### src/verilog/cfg_readout_pkg.sv
// shared constants, carriers and state codes for the serial configuration read-out block
package cfg_readout_pkg;

	// ==========================================================
	// array geometry
	localparam int ADDR_W              = 21;
	localparam int MIN_CAPACITY        = 65536;
	localparam int MAX_CAPACITY        = 2097152;
	localparam int DEFAULT_CAPACITY    = 131072;
	localparam int NO_CASCADE_CAPACITY = 65536;
	localparam int PROTECT_BLOCK_BITS  = 4096;
	localparam logic [ADDR_W-1:0] ADDR_RESET = 21'h000000;

	// ==========================================================
	// prefetch buffer
	localparam int FIFO_WIDTH = 1;
	localparam int FIFO_DEPTH = 16;

	// ==========================================================
	// reset polarity setting, kept as a group of stored bytes
	localparam int         POLARITY_BYTES        = 4;
	localparam logic [7:0] POLARITY_DEFAULT_BYTE = 8'hff;
	localparam logic [7:0] POLARITY_INVERT_BYTE  = 8'h5a;

	// ==========================================================
	// pin sampling: bit positions in the sampled pin vector
	localparam int         SYNC_STAGES = 3;
	localparam int         PIN_COUNT   = 5;
	localparam int         PIN_CLK     = 0;
	localparam int         PIN_OE      = 1;
	localparam int         PIN_CS      = 2;
	localparam int         PIN_SER     = 3;
	localparam int         PIN_WP      = 4;
	localparam logic [4:0] PIN_IDLE    = 5'h0c;

	// ==========================================================
	// carriers
	typedef struct packed {
		logic              valid;
		logic              to_polarity;
		logic [1:0]        byte_index;
		logic [7:0]        byte_value;
		logic [ADDR_W-1:0] addr;
		logic              bit_value;
	} prog_req_t;

	typedef struct packed {
		logic              en;
		logic [ADDR_W-1:0] addr;
		logic              bit_value;
	} mem_wr_t;

	typedef enum logic [3:0] {
		ST_HALT  = 4'h1,
		ST_SHIFT = 4'h2,
		ST_DONE  = 4'h4,
		ST_PROG  = 4'h8
	} readout_state_t;

endpackage

### src/verilog/bit_fifo.sv
// small flip-flop fifo with valid/ready on both sides and a synchronous flush
`timescale 1ns/1ps
`default_nettype none

module bit_fifo
	import cfg_readout_pkg::*;
#(
	parameter int WIDTH = FIFO_WIDTH,
	parameter int DEPTH = FIFO_DEPTH
)
(
	input  wire logic             clk,
	input  wire logic             nrst,
	input  wire logic             flush,
	input  wire logic             in_valid,
	output logic                  in_ready,
	input  wire logic [WIDTH-1:0] in_data,
	output logic                  out_valid,
	input  wire logic             out_ready,
	output logic      [WIDTH-1:0] out_data
);

	localparam int PTR_W = (DEPTH > 1) ? $clog2(DEPTH) : 1;
	localparam int CNT_W = $clog2(DEPTH + 1);
	localparam logic [CNT_W-1:0] FULL_COUNT = CNT_W'(DEPTH);
	localparam logic [PTR_W-1:0] LAST_PTR   = PTR_W'(DEPTH - 1);

	logic [WIDTH-1:0] store [DEPTH];
	logic [PTR_W-1:0] wr_ptr;
	logic [PTR_W-1:0] rd_ptr;
	logic [CNT_W-1:0] count;
	logic             push;
	logic             pop;

	assign in_ready  = (count != FULL_COUNT);
	assign out_valid = (count != '0);
	assign out_data  = store[rd_ptr];
	assign push      = in_valid && in_ready && !flush;
	assign pop       = out_valid && out_ready && !flush;

	// ==========================================================
	// storage
	always_ff @(posedge clk)
	begin
		if (push)
			store[wr_ptr] <= in_data;
	end

	// ==========================================================
	// pointers and fill level
	always_ff @(posedge clk or negedge nrst)
	begin
		if (!nrst)
		begin
			wr_ptr <= '0;
			rd_ptr <= '0;
			count  <= '0;
		end
		else if (flush)
		begin
			wr_ptr <= '0;
			rd_ptr <= '0;
			count  <= '0;
		end
		else
		begin
			if (push)
				wr_ptr <= (wr_ptr == LAST_PTR) ? '0 : wr_ptr + 1'b1;
			if (pop)
				rd_ptr <= (rd_ptr == LAST_PTR) ? '0 : rd_ptr + 1'b1;
			if (push && !pop)
				count <= count + 1'b1;
			else if (pop && !push)
				count <= count - 1'b1;
		end
	end

endmodule

`default_nettype wire

### src/verilog/serial_config_memory_readout.sv
// serial configuration memory read-out control: pins, address counter, cascade and programming
//
// Operation
// (RULE1) reset level on reset/output-enable clears address counter and floats data output
// (RULE2) chip select high after reset keeps counter halted and data floating
// (RULE3) chip select low with reset inactive enables counter and data driver
// (RULE4) reset level resets counter and floats data at any time, whatever chip select
// (RULE5) after last bit and cascade low, data output is released to high impedance
// (RULE6) power-up clears the address counter without any reset pin activity
// (RULE7) reset pin polarity comes from four stored setting bytes
// (RULE8) factory default: low means reset, high means output enable
// (RULE9) single-bit words; capacity per variant from 65,536 to 2,097,152 bits
// (RULE10) chip select and reset/output-enable gate data driver, counter and oscillator
// (RULE11) the FPGA drives chip select, reset/output-enable and the serial clock
// (RULE12) write protection acts only while in programming mode
// (RULE13) in-system programming path is separate from the read-out path
// (RULE14) smallest variant has no cascade output function
// (RULE15) each rising clock edge advances counter and next bit, only when enabled
// (RULE16) cascade output goes low once the counter reaches its maximum
// (RULE17) chip select low at reset release makes this the first memory in chain
// (RULE18) serial program enable held high for loading; low selects programming mode
// (RULE19) counter never wraps at maximum; only reset or power-up restarts it; the code also clears it in programming mode
`timescale 1ns/1ps
`default_nettype none

module serial_config_memory_readout
	import cfg_readout_pkg::*;
#(
	parameter int CAPACITY      = DEFAULT_CAPACITY,
	parameter int PROTECT_BITS  = PROTECT_BLOCK_BITS,
	parameter int BUFFER_DEPTH  = FIFO_DEPTH
)
(
	input  wire logic              clk,
	input  wire logic              nrst,
	input  wire logic              config_serial_clock,
	output logic                   clock_drive_out,
	output logic                   clock_drive_oe,
	input  wire logic              reset_oe,
	input  wire logic              chip_select_low,
	input  wire logic              serial_program_enable_low,
	input  wire logic              write_protect,
	output logic                   data_out,
	output logic                   data_oe,
	output logic                   cascade_select_out_low,
	output logic                   oscillator_enable,
	output logic                   first_in_chain,
	output logic                   mem_rd_en,
	output logic      [ADDR_W-1:0] mem_rd_addr,
	input  wire logic              mem_rd_data,
	input  wire prog_req_t         prog_req,
	output mem_wr_t                mem_wr,
	output logic                   prog_refused
);

	localparam logic [ADDR_W-1:0] LAST_ADDR    = ADDR_W'(CAPACITY - 1);
	localparam logic [ADDR_W:0]   FETCH_END    = (ADDR_W + 1)'(CAPACITY);
	localparam logic [ADDR_W-1:0] PROTECT_END  = ADDR_W'(PROTECT_BITS);
	localparam logic              HAS_CASCADE  = (CAPACITY != NO_CASCADE_CAPACITY);

	// a polarity setting counts only when every stored byte carries the code
	function automatic logic all_bytes_match(input logic [7:0] b [POLARITY_BYTES],
		input logic [7:0] code);
		logic hit;
		hit = 1'b1;
		for (int i = 0; i < POLARITY_BYTES; i++)
			hit = hit && (b[i] == code);
		return hit;
	endfunction

	// ==========================================================
	// pin sampling
	logic [PIN_COUNT-1:0] pin_raw;
	logic [PIN_COUNT-1:0] sync1;
	logic [PIN_COUNT-1:0] sync2;
	logic [PIN_COUNT-1:0] sync3;
	logic [PIN_COUNT-1:0] pin;

	assign pin_raw = {write_protect, serial_program_enable_low, chip_select_low,
		reset_oe, config_serial_clock};

	// a level is taken once the second and third stages agree; glitches shorter
	// than two cycles never reach the counter
	always_ff @(posedge clk or negedge nrst)
	begin
		if (!nrst)
		begin
			sync1 <= PIN_IDLE;
			sync2 <= PIN_IDLE;
			sync3 <= PIN_IDLE;
			pin   <= PIN_IDLE;
		end
		else
		begin
			sync1 <= pin_raw;
			sync2 <= sync1;
			sync3 <= sync2;
			pin   <= (sync2 & sync3) | (pin & (sync2 | sync3));
		end
	end

	// ==========================================================
	// control decode
	logic [7:0]     polarity_byte [POLARITY_BYTES];
	logic           reset_level_high;
	logic           prog_mode;
	logic           reset_asserted;
	logic           cs_active;
	logic           clk_prev;
	logic           clk_rise;
	logic           reset_prev;
	readout_state_t state;
	logic [ADDR_W-1:0] bit_index;
	logic           at_last;
	logic           advance;

	assign reset_level_high = all_bytes_match(polarity_byte, POLARITY_INVERT_BYTE); // [RULE7]
	assign prog_mode        = !pin[PIN_SER];                                        // [RULE18]
	assign reset_asserted   = !prog_mode && (pin[PIN_OE] == reset_level_high);     // [RULE8]
	assign cs_active        = !pin[PIN_CS];
	assign clk_rise         = pin[PIN_CLK] && !clk_prev;
	assign at_last          = (bit_index == LAST_ADDR);
	assign advance          = clk_rise && (state == ST_SHIFT) && !at_last;          // [RULE15]

	always_ff @(posedge clk or negedge nrst)
	begin
		if (!nrst)
		begin
			clk_prev   <= 1'b0;
			reset_prev <= 1'b1;
		end
		else
		begin
			clk_prev   <= pin[PIN_CLK];
			reset_prev <= reset_asserted || prog_mode;
		end
	end

	// chain position is caught on the release of reset
	always_ff @(posedge clk or negedge nrst)
	begin
		if (!nrst)
			first_in_chain <= 1'b0;
		else if (reset_prev && !reset_asserted && !prog_mode)
			first_in_chain <= cs_active;                                        // [RULE17]
	end

	// ==========================================================
	// read-out sequencing
	always_ff @(posedge clk or negedge nrst)
	begin
		if (!nrst)
			state <= ST_HALT;                                                   // [RULE6]
		else if (prog_mode)
			state <= ST_PROG;                                                   // [RULE13]
		else if (reset_asserted)
			state <= ST_HALT;                                                   // [RULE1] [RULE4]
		else
		begin
			case (state)
				ST_HALT:
					if (cs_active)
						state <= ST_SHIFT;                                      // [RULE3]
				ST_SHIFT:
					if (clk_rise && at_last)
						state <= ST_DONE;
					else if (!cs_active)
						state <= ST_HALT;                                       // [RULE2]
				ST_DONE:
					state <= ST_DONE;
				ST_PROG:
					state <= ST_HALT;
				default:
					state <= ST_HALT;
			endcase
		end
	end

	// address counter: holds at the top instead of wrapping
	always_ff @(posedge clk or negedge nrst)
	begin
		if (!nrst)
			bit_index <= ADDR_RESET;                                            // [RULE6]
		else if (reset_asserted || prog_mode)
			bit_index <= ADDR_RESET;                                            // [RULE1] [RULE4]
		else if (advance)
			bit_index <= bit_index + 1'b1;                                      // [RULE15] [RULE19]
	end

	// ==========================================================
	// prefetch path: memory -> fifo -> data register
	logic [ADDR_W:0] fetch_addr;
	logic            fetch_live;
	logic            flush;
	logic            fifo_in_ready;
	logic            fifo_out_valid;
	logic            fifo_out_data;
	logic            primed;
	logic            pop;

	assign flush       = reset_asserted || prog_mode;
	assign mem_rd_en   = !flush && !fetch_live && fifo_in_ready
		&& (fetch_addr < FETCH_END);                                           // [RULE9]
	assign mem_rd_addr = fetch_addr[ADDR_W-1:0];
	assign pop         = fifo_out_valid && (!primed || advance);

	always_ff @(posedge clk or negedge nrst)
	begin
		if (!nrst)
		begin
			fetch_addr <= '0;
			fetch_live <= 1'b0;
		end
		else
		begin
			fetch_live <= mem_rd_en;
			if (flush)
				fetch_addr <= '0;
			else if (mem_rd_en)
				fetch_addr <= fetch_addr + 1'b1;
		end
	end

	bit_fifo #(
		.WIDTH (FIFO_WIDTH),
		.DEPTH (BUFFER_DEPTH)
	) prefetch (
		.clk       (clk),
		.nrst      (nrst),
		.flush     (flush),
		.in_valid  (fetch_live),
		.in_ready  (fifo_in_ready),
		.in_data   (mem_rd_data),
		.out_valid (fifo_out_valid),
		.out_ready (pop),
		.out_data  (fifo_out_data)
	);

	// the current bit is held here; an edge that finds the buffer empty leaves the
	// register unprimed so the late bit is loaded as soon as it arrives
	always_ff @(posedge clk or negedge nrst)
	begin
		if (!nrst)
		begin
			data_out <= 1'b0;
			primed   <= 1'b0;
		end
		else if (flush)
			primed <= 1'b0;
		else if (pop)
		begin
			data_out <= fifo_out_data;                                          // [RULE15]
			primed   <= 1'b1;
		end
		else if (advance)
			primed <= 1'b0;
	end

	// ==========================================================
	// pin drivers
	// data drives only while shifting; done and halt both float it
	assign data_oe           = (state == ST_SHIFT);                             // [RULE2] [RULE5] [RULE10]
	assign oscillator_enable = !reset_asserted && !prog_mode && cs_active;      // [RULE10]
	assign clock_drive_out   = 1'b0;

	always_ff @(posedge clk or negedge nrst)
	begin
		if (!nrst)
			cascade_select_out_low <= 1'b1;
		else if (reset_asserted || prog_mode)
			cascade_select_out_low <= 1'b1;
		else if (state == ST_SHIFT && clk_rise && at_last)
			cascade_select_out_low <= !HAS_CASCADE;                             // [RULE16] [RULE14]
	end

	// the first memory pulls the clock low while in reset or after its last bit, outside programming mode
	always_ff @(posedge clk or negedge nrst)
	begin
		if (!nrst)
			clock_drive_oe <= 1'b0;
		else
			clock_drive_oe <= first_in_chain && !prog_mode &&
				(reset_asserted || state == ST_DONE);
	end

	// ==========================================================
	// programming port
	logic prog_protected;

	assign prog_protected = pin[PIN_WP] && cs_active && (prog_req.addr < PROTECT_END); // [RULE12]

	always_ff @(posedge clk or negedge nrst)
	begin
		if (!nrst)
		begin
			for (int i = 0; i < POLARITY_BYTES; i++)
				polarity_byte[i] <= POLARITY_DEFAULT_BYTE;                      // [RULE8]
		end
		else if (prog_mode && prog_req.valid && prog_req.to_polarity)
			polarity_byte[prog_req.byte_index] <= prog_req.byte_value;         // [RULE7]
	end

	always_ff @(posedge clk or negedge nrst)
	begin
		if (!nrst)
		begin
			mem_wr       <= '0;
			prog_refused <= 1'b0;
		end
		else
		begin
			mem_wr.en        <= 1'b0;
			prog_refused     <= 1'b0;
			mem_wr.addr      <= prog_req.addr;
			mem_wr.bit_value <= prog_req.bit_value;
			if (prog_req.valid && !prog_req.to_polarity)
			begin
				if (prog_mode && !prog_protected && prog_req.addr <= LAST_ADDR)
					mem_wr.en <= 1'b1;                                          // [RULE13]
				else
					prog_refused <= 1'b1;                                       // [RULE12]
			end
			else if (prog_req.valid && !prog_mode)
				prog_refused <= 1'b1;
		end
	end

endmodule

`default_nettype wire

### config.mk
export PLATFORM = sky130hd
export DESIGN_NAME = serial_config_memory_readout
export DESIGN_NICKNAME = d
export VERILOG_FILES = /design/src/verilog/cfg_readout_pkg.sv /design/src/verilog/bit_fifo.sv /design/src/verilog/serial_config_memory_readout.sv
export SDC_FILE = /design/constraint.sdc
export NUM_CORES = 1
export LEC_CHECK = 0
export BUFFER_PORTS_ARGS = -buffer_cell sky130_fd_sc_hd__buf_2
export CORE_UTILIZATION = 45
export CTS_CLUSTER_SIZE = 30
export DETAILED_ROUTE_END_ITERATION = 16
export PLACE_DENSITY = 0.67
export SLEW_MARGIN = 20
export SYNTH_ARGS = -nofsm -noshare
export SYNTH_HDL_FRONTEND = slang
export SYNTH_HIERARCHICAL = 1
export SYNTH_SLANG_ARGS = --single-unit
export TNS_END_PERCENT = 5
### constraint.sdc
create_clock -name clk -period 3.3 [get_ports clk]
set_input_delay 0.165 -clock clk [delete_from_list [all_inputs] [get_ports clk]]
set_output_delay 0.165 -clock clk [all_outputs]
set_load 0.1 [all_outputs]
* Yosys cells after proc, flatten, opt, wreduce, memory -nomap -nowiden *
Memory sizes are Yosys's and may differ from the RTL's. A register that Yosys moved wholly into a read port is not among the register bits.
Index checks and enable logic that the tools add are counted.

word-level totals
  flip-flop bits (word level) = 143
  bits in writable memories = 16
  output and inout port bits = 53
  logic and storage cells = 151
  memories kept = 1

memory list
  memory          depth  width  rd ports  clocked after memory_dff  write ports  line            text
  prefetch.store  16     1      1         1                         1            bit_fifo.sv:28  logic [WIDTH-1:0] store [DEPTH];

operators by class
  $add $sub $neg = 6
  magnitude comparators = 5
  eq/ne operators = 14
  muxes and demuxes = 34
  bitwise operators = 6
  reductions and logical operators = 60

operators by type and width
  cell                     count
  $mux W22                 2
  $mux W4                  11
  $mux W21                 2
  $logic_and A1 B1 Y1      34
  $bwmux W32               1
  $eq A8 B7 Y1 const B     4
  $add A22 B1 Y22 const B  1
  $lt A22 B18 Y1 const B   1
  $add A21 B1 Y21 const B  1
  $eq A21 B17 Y1 const B   1
  $le A21 B17 Y1 const B   1
  $lt A21 B13 Y1 const B   1
  $demux W8 S2             1
  $mux W5                  3
  $logic_not A1 Y1         13
  $mux W1                  12
  $pmux W4 S3              1
  $and A5 B5 Y5            2
  $or A5 B5 Y5             2
  $reduce_bool A2 Y1       5
  $add A4 B1 Y4 const B    2
  $eq A4 B4 Y1 const B     2
  $mux W8                  1
  $reduce_bool A3 Y1       2
  other kinds (16)         19

* Logic depth before layout (Yosys ltp) *
  word-level depth = 14
  depth in mapped cells = 13

* Cells and area by module *
The synthesis kept the hierarchy.

by module, submodules not included
  module                        times used  cells each  area each (um2)
  serial_config_memory_readout  1           410         5330.1
  bit_fifo                      1           155         1682.9

* Worst setup path before layout *
No wires, ideal clock.

  kind = register -> register
  from = register state[3]
  to = register prefetch.count[3]
  library setup time = 0.125 ns
  data arrival time = 3.422 ns
  setup slack = -0.247 ns
  cell stages (with the launch flop) = 12
  buffers on the path = 0
  clock period less this slack = 3.547 ns
  cells stage by stage = dfrtp_1 -> nor4b_4 -> nand2_2 -> o21ai_2 -> and2_1 -> o21ai_2 -> nand2_1 -> ha_1 -> a21oi_1 -> a21o_1 -> a21oi_1 -> mux2_4

on the way
  longest elaborated chain between the ends = 11
  elaborated cells between the ends (all ways) = 13
  classes of those cells = 1 x eq/ne; 2 x mux; 10 x reduce/logical

ends and longest elaborated chain
  item                                  line                                 text
  from (decl)                           serial_config_memory_readout.sv:112  readout_state_t state;
  from (signal assigned)                serial_config_memory_readout.sv:153  state <= ST_HALT;
  from (signal assigned)                serial_config_memory_readout.sv:155  state <= ST_PROG;
  from (signal assigned)                serial_config_memory_readout.sv:157  state <= ST_HALT;
  $eq A4 B2 Y1 (*)                      n/a
  via data_oe                           serial_config_memory_readout.sv:44   output logic data_oe,
  $logic_and A1 B1 Y1 (*) (2 in a row)  serial_config_memory_readout.sv:123  assign advance = clk_rise && (state == ST_SHIFT) && !at_last;
  $logic_or A1 B1 Y1 (*)                serial_config_memory_readout.sv:205  assign pop = fifo_out_valid && (!primed || advance);
  $logic_and A1 B1 Y1 (*)               serial_config_memory_readout.sv:205
  via pop                               serial_config_memory_readout.sv:199  logic pop;
  $logic_and A1 B1 Y1 (*) (2 in a row)  bit_fifo.sv:39                       assign pop = out_valid && out_ready && !flush;
  $logic_not A1 Y1                      bit_fifo.sv:71                       if (push && !pop)
  $logic_and A1 B1 Y1                   bit_fifo.sv:71
  $mux W5                               bit_fifo.sv:71
  $mux W5                               bit_fifo.sv:59                       else if (flush)
  to (signal assigned)                  bit_fifo.sv:72                       count <= count + 1'b1;
  to (signal assigned)                  bit_fifo.sv:74                       count <= count - 1'b1;
  to (decl)                             bit_fifo.sv:31                       logic [CNT_W-1:0] count;

Mark *: on every way through the listed nets, which the timed path passes. The rest lies on a longest branch.
A chain may end at the register's enable or synchronous reset.

* Worst setup path after layout *
  from = register polarity_byte[27] (netlist name)
  to = register prefetch.count[4]

on the way
  longest elaborated chain between the ends = 13
  elaborated cells between the ends (all ways) = 17
  classes of those cells = 2 x eq/ne; 2 x mux; 13 x reduce/logical

ends and longest elaborated chain
  item                                  line                                 text
  from (decl)                           serial_config_memory_readout.sv:104  logic [7:0] polarity_byte [POLARITY_BYTES];
  from (signal, indexed assignment)     serial_config_memory_readout.sv:300  polarity_byte[prog_req.byte_index] <= prog_req.byte_value;
  $eq A8 B7 Y1 (*)                      serial_config_memory_readout.sv:67   hit = hit && (b[i] == code);
  $logic_and A1 B1 Y1 (*) (3 in a row)  serial_config_memory_readout.sv:67
  $eq A1 B1 Y1 (*)                      serial_config_memory_readout.sv:119  assign reset_asserted = !prog_mode && (pin[PIN_OE] == reset_level_high);
  $logic_and A1 B1 Y1 (*)               serial_config_memory_readout.sv:119
  $logic_or A1 B1 Y1 (*)                serial_config_memory_readout.sv:201  assign flush = reset_asserted || prog_mode;
  $logic_not A1 Y1                      bit_fifo.sv:38, bit_fifo.sv:39
  $logic_and A1 B1 Y1                   bit_fifo.sv:39
  $logic_not A1 Y1                      bit_fifo.sv:71
  $logic_and A1 B1 Y1                   bit_fifo.sv:71
  $mux W5                               bit_fifo.sv:71
  $mux W5                               bit_fifo.sv:59

Mark *: on every way between the ends. The rest lies on a longest branch, timed or not.

==> flow_summary_export.csv <==
group,metric,value,unit
outcome,outcome,"complete, no violations",
yosys,synth_warnings,6,
final_layout,mostFrequentLayoutCell,"dfrtp_1",
worst_setup_path,cp_max_fo,5,
worst_setup_path,cp.arrival,3.39,ns
clock_tree,cts_sinks,160,
grt,grt_pass1_wl,24000,um
drt,vias,4618,
drt,drt-initial-drc-count,180,
worst_setup_path,required,3.60,ns
min_path,min_path_type,"in -> reg",
worst_setup_path,r2r_cells,11,
floorplanning,design.core.area,15200,um^2
worst_setup_path,critPathCapture,"prefetch/count[4]",
worst_setup_path,rr_endpoint,"prefetch/count[4]",
sta,worst_pin_slew,0.9135,ns
grt,grt_pass1_vias,4901,
worst_setup_path,r2r-start,"polarity_byte[27]",
flow_run,max_cap_violations,0,
clock_tree,htreeDepth,4,
final_layout,multi_input_area,2698,um^2
sta,finClkSkew,0.01211,ns
floorplanning,die_y,126.8,um
sta,drv_slew,0,
yosys,ys_ff_latch,160,
drt,drc,0,
sta,max_freq,0.3230,GHz
sta,hold_violations,0,
pwr,power.density,601.2,nW/um^2
final_layout,fin_nets,730,
grt,grt_overflow,0,
clock_tree,numCtsBuffers,17,
sta,finalSetupViolations,0,
worst_setup_path,r2r_setup_slack,0.20,ns
grt,grt_usage,19.18,%
worst_setup_path,crit_type,"reg -> reg",
grt,antenna_found_initial,0,
floorplanning,initial_core_util,46.13,%
clock_tree,cts_tree,"built",
placed_design,hpwlAfterDp,9381,um
drt,drt_first_pass_iters,5,
final_layout,syn_to_final_growth,21.12,%
yosys,avgSynthCellArea,12.41,um^2
min_path,min_from,"prog_req[28]",
yosys,ys_types,64,
final_layout,n_fill_cell,1248,
floorplanning,die_w,126.8,um
yosys,ys.flop_type,"dfrtp_1",
clock_tree,root_buffer,"clkbuf_16",
sta,finalSetupTns,0,ns
drt,via_per_inst,5.266,
yosys,yosysSeqAreaShare,59.00,%
drt,routedWlPerCell,15.93,um
final_layout,final_cell_mix,"dfrtp_1, buf_2, nor2_1",
placed_design,dpl_worst_slack,0.07733,ns
pwr,p_leak,3.657,nW
drt,drt_wl_total,13970,um
yosys,async_flop_share,90.00,%
worst_setup_path,end_kind,"register",
yosys,synth-edff-count,16,
pwr,ir_worst_vdd,0.4899,mV
worst_setup_path,start_kind,"register",
final_layout,drive_above_1_share,35.41,%
sta,fin_ws,0.2040,ns
floorplanning,io_pins,95,
sta,relSlewSlack,38.59,%
floorplanning,dieArea,16090,um^2
yosys,synth_fp_nets,619,
yosys,synthCells,565,
worst_setup_path,cp-startpoint,"polarity_byte[27]",
drt,ant_nets,0,
sta,period_minus_slack,3.096,ns
grt,grt_start_max_net_pins,85,
placed_design,io_buffer_count,93,
placed_design,gp_congestion,0.7588,
clock_tree,cts_setup_buffers,0,
final_layout,final-seq-area,4138,um^2
clock_tree,cts_max_path_buffers,2,
clock_tree,clk_pin_slew,0.07,ns
final_layout,diodes,0,
floorplanning,rows,45,
clock_tree,clock_latency,0.42,ns
sta,fin_crit_sh,93.82,%
yosys,synth_area,7013,um^2
## through the flow
| stage | power [mW] | utilization (%) | hold slack (ns) | area [um^2] | std cells |
|---|---|---|---|---|---|
| 2_1_floorplan | 3.037 | - | -0.1306 | 7072 | 565 |
| 3_3_place_gp | 3.224 | 50.01 | 0.2593 | 7602 | 815 |
| 3_5_place_dp | 3.260 | 50.01 | 0.2739 | 7602 | 815 |
| 4_1_cts | 5.136 | 55.60 | 0.01447 | 8453 | 877 |
| 5_1_grt | 5.331 | 55.88 | 0.02274 | 8494 | 877 |
| 6_report | 5.107 | 55.88 | 0.03146 | 8494 | 877 |
## worst max-delay path: stages (launching register included)
cell and delay (ns):
dfstp_2 0.53, nor4bb_2 0.29, nand4_1 0.18, nor2_2 0.19, mux2_2 0.39, a211oi_4 0.27
nand2_4 0.13, fa_2 0.38, a21o_1 0.18, a21o_1 0.18, mux2i_1 0.17, nand3_1 0.09
## power breakdown
part | leakage [nW] | internal, mW | switching, mW | total [mW]
Combinational | 1.46 | 0.344 | 0.558 | 0.902
Sequential | 1.91 | 2.24 | 0.127 | 2.37
Clock | 0.281 | 1.02 | 0.814 | 1.84
## synth_stat cells (all sizes together) (3+ instances only)
cell type | n | area, um^2
a211oi | 4 | 42.54
a21o | 6 | 45.04
a21oi | 14 | 73.82
a31oi | 3 | 18.77
and2 | 4 | 27.53
and3 | 10 | 62.56
and4 | 3 | 26.28
buf | 32 | 215.2
clkbuf | 5 | 18.77
dfrtp | 101 | 2527
dfstp | 43 | 1130
edfxtp | 16 | 480.5
ha | 11 | 137.6
inv | 11 | 41.29
maj3 | 5 | 50.05
mux2 | 37 | 431.7
mux2i | 10 | 100.1
nand2 | 35 | 133.9
nand2b | 6 | 37.54
nand3 | 18 | 90.09
nand4 | 16 | 106.4
nor2 | 65 | 246.5
nor2b | 6 | 37.54
nor3 | 12 | 71.32
nor4 | 7 | 80.07
nor4b | 3 | 47.54
nor4bb | 8 | 80.08
o21ai | 9 | 52.55
or3 | 4 | 25.02
or4 | 3 | 30.03
xnor2 | 8 | 70.07
xor2 | 30 | 262.8
## area by class of cell
type | instances | area share [%]
sequential | 160 | 48.71
tap | 188 | 2.769
clock inverter | 13 | 1.134
inverter | 11 | 0.4861
multi-input combinational | 357 | 31.76
clock buffer | 19 | 5.347
timing repair buffer | 129 | 9.795
## per-layer routing
metal / vias to the layer above / global-route usage [%] / share of wire (%)
met3: 14 / 5.567 / 3.9
met4: 0 / 6.513 / 1.2
li1: 2184 / - / -
met2: 77 / 32.51 / 51
met5: - / 0 / 0
met1: 2343 / 23.46 / 44
## flip-flops by register name, summed over array words and instances, names as in the netlist, 5 cells and up
signal          count
sync1               5
mem_wr             23
fetch_addr         22
sync2               5
sync3               5
prefetch/count      5
pin                 5
bit_index          21
polarity_byte      32
prefetch/store     16
## worst min path at each step
stage	to	slack, ns	cells past startpoint
5_1_grt	polarity_byte[15]	0.02	2
6_report	polarity_byte[22]	0.03	2
2_1_floorplan	bit_index[0]	-0.13	0
3_5_place_dp	sync1[3]	0.27	1
4_1_cts	polarity_byte[1]	0.01	2
3_3_place_gp	mem_wr[1]	0.26	1
## logic make-up (layout without fill, tap and decap cells)
group / count (synthesis) / in the layout / synth area share (%)
xor gates and xnor gates: 38 / 38 / 4.746
buffers and inverters: 48 / 172 / 3.925
adders and majority gates: 17 / 17 / 2.962
muxes: 49 / 49 / 8.225
and+or+nand+nor: 205 / 205 / 16.27
DFF: 160 / 160 / 59.00
other: 1 / 1 / 0.05347
AOI/OAI and AO/OA: 47 / 47 / 4.817
## timing repair
action,in CTS,in global routing
setup endpoints to repair,0,3
hold endpoints to repair,102,0
hold buffers,30,0
gates resized for setup,0,8
(Power assumes the default switching activity.)
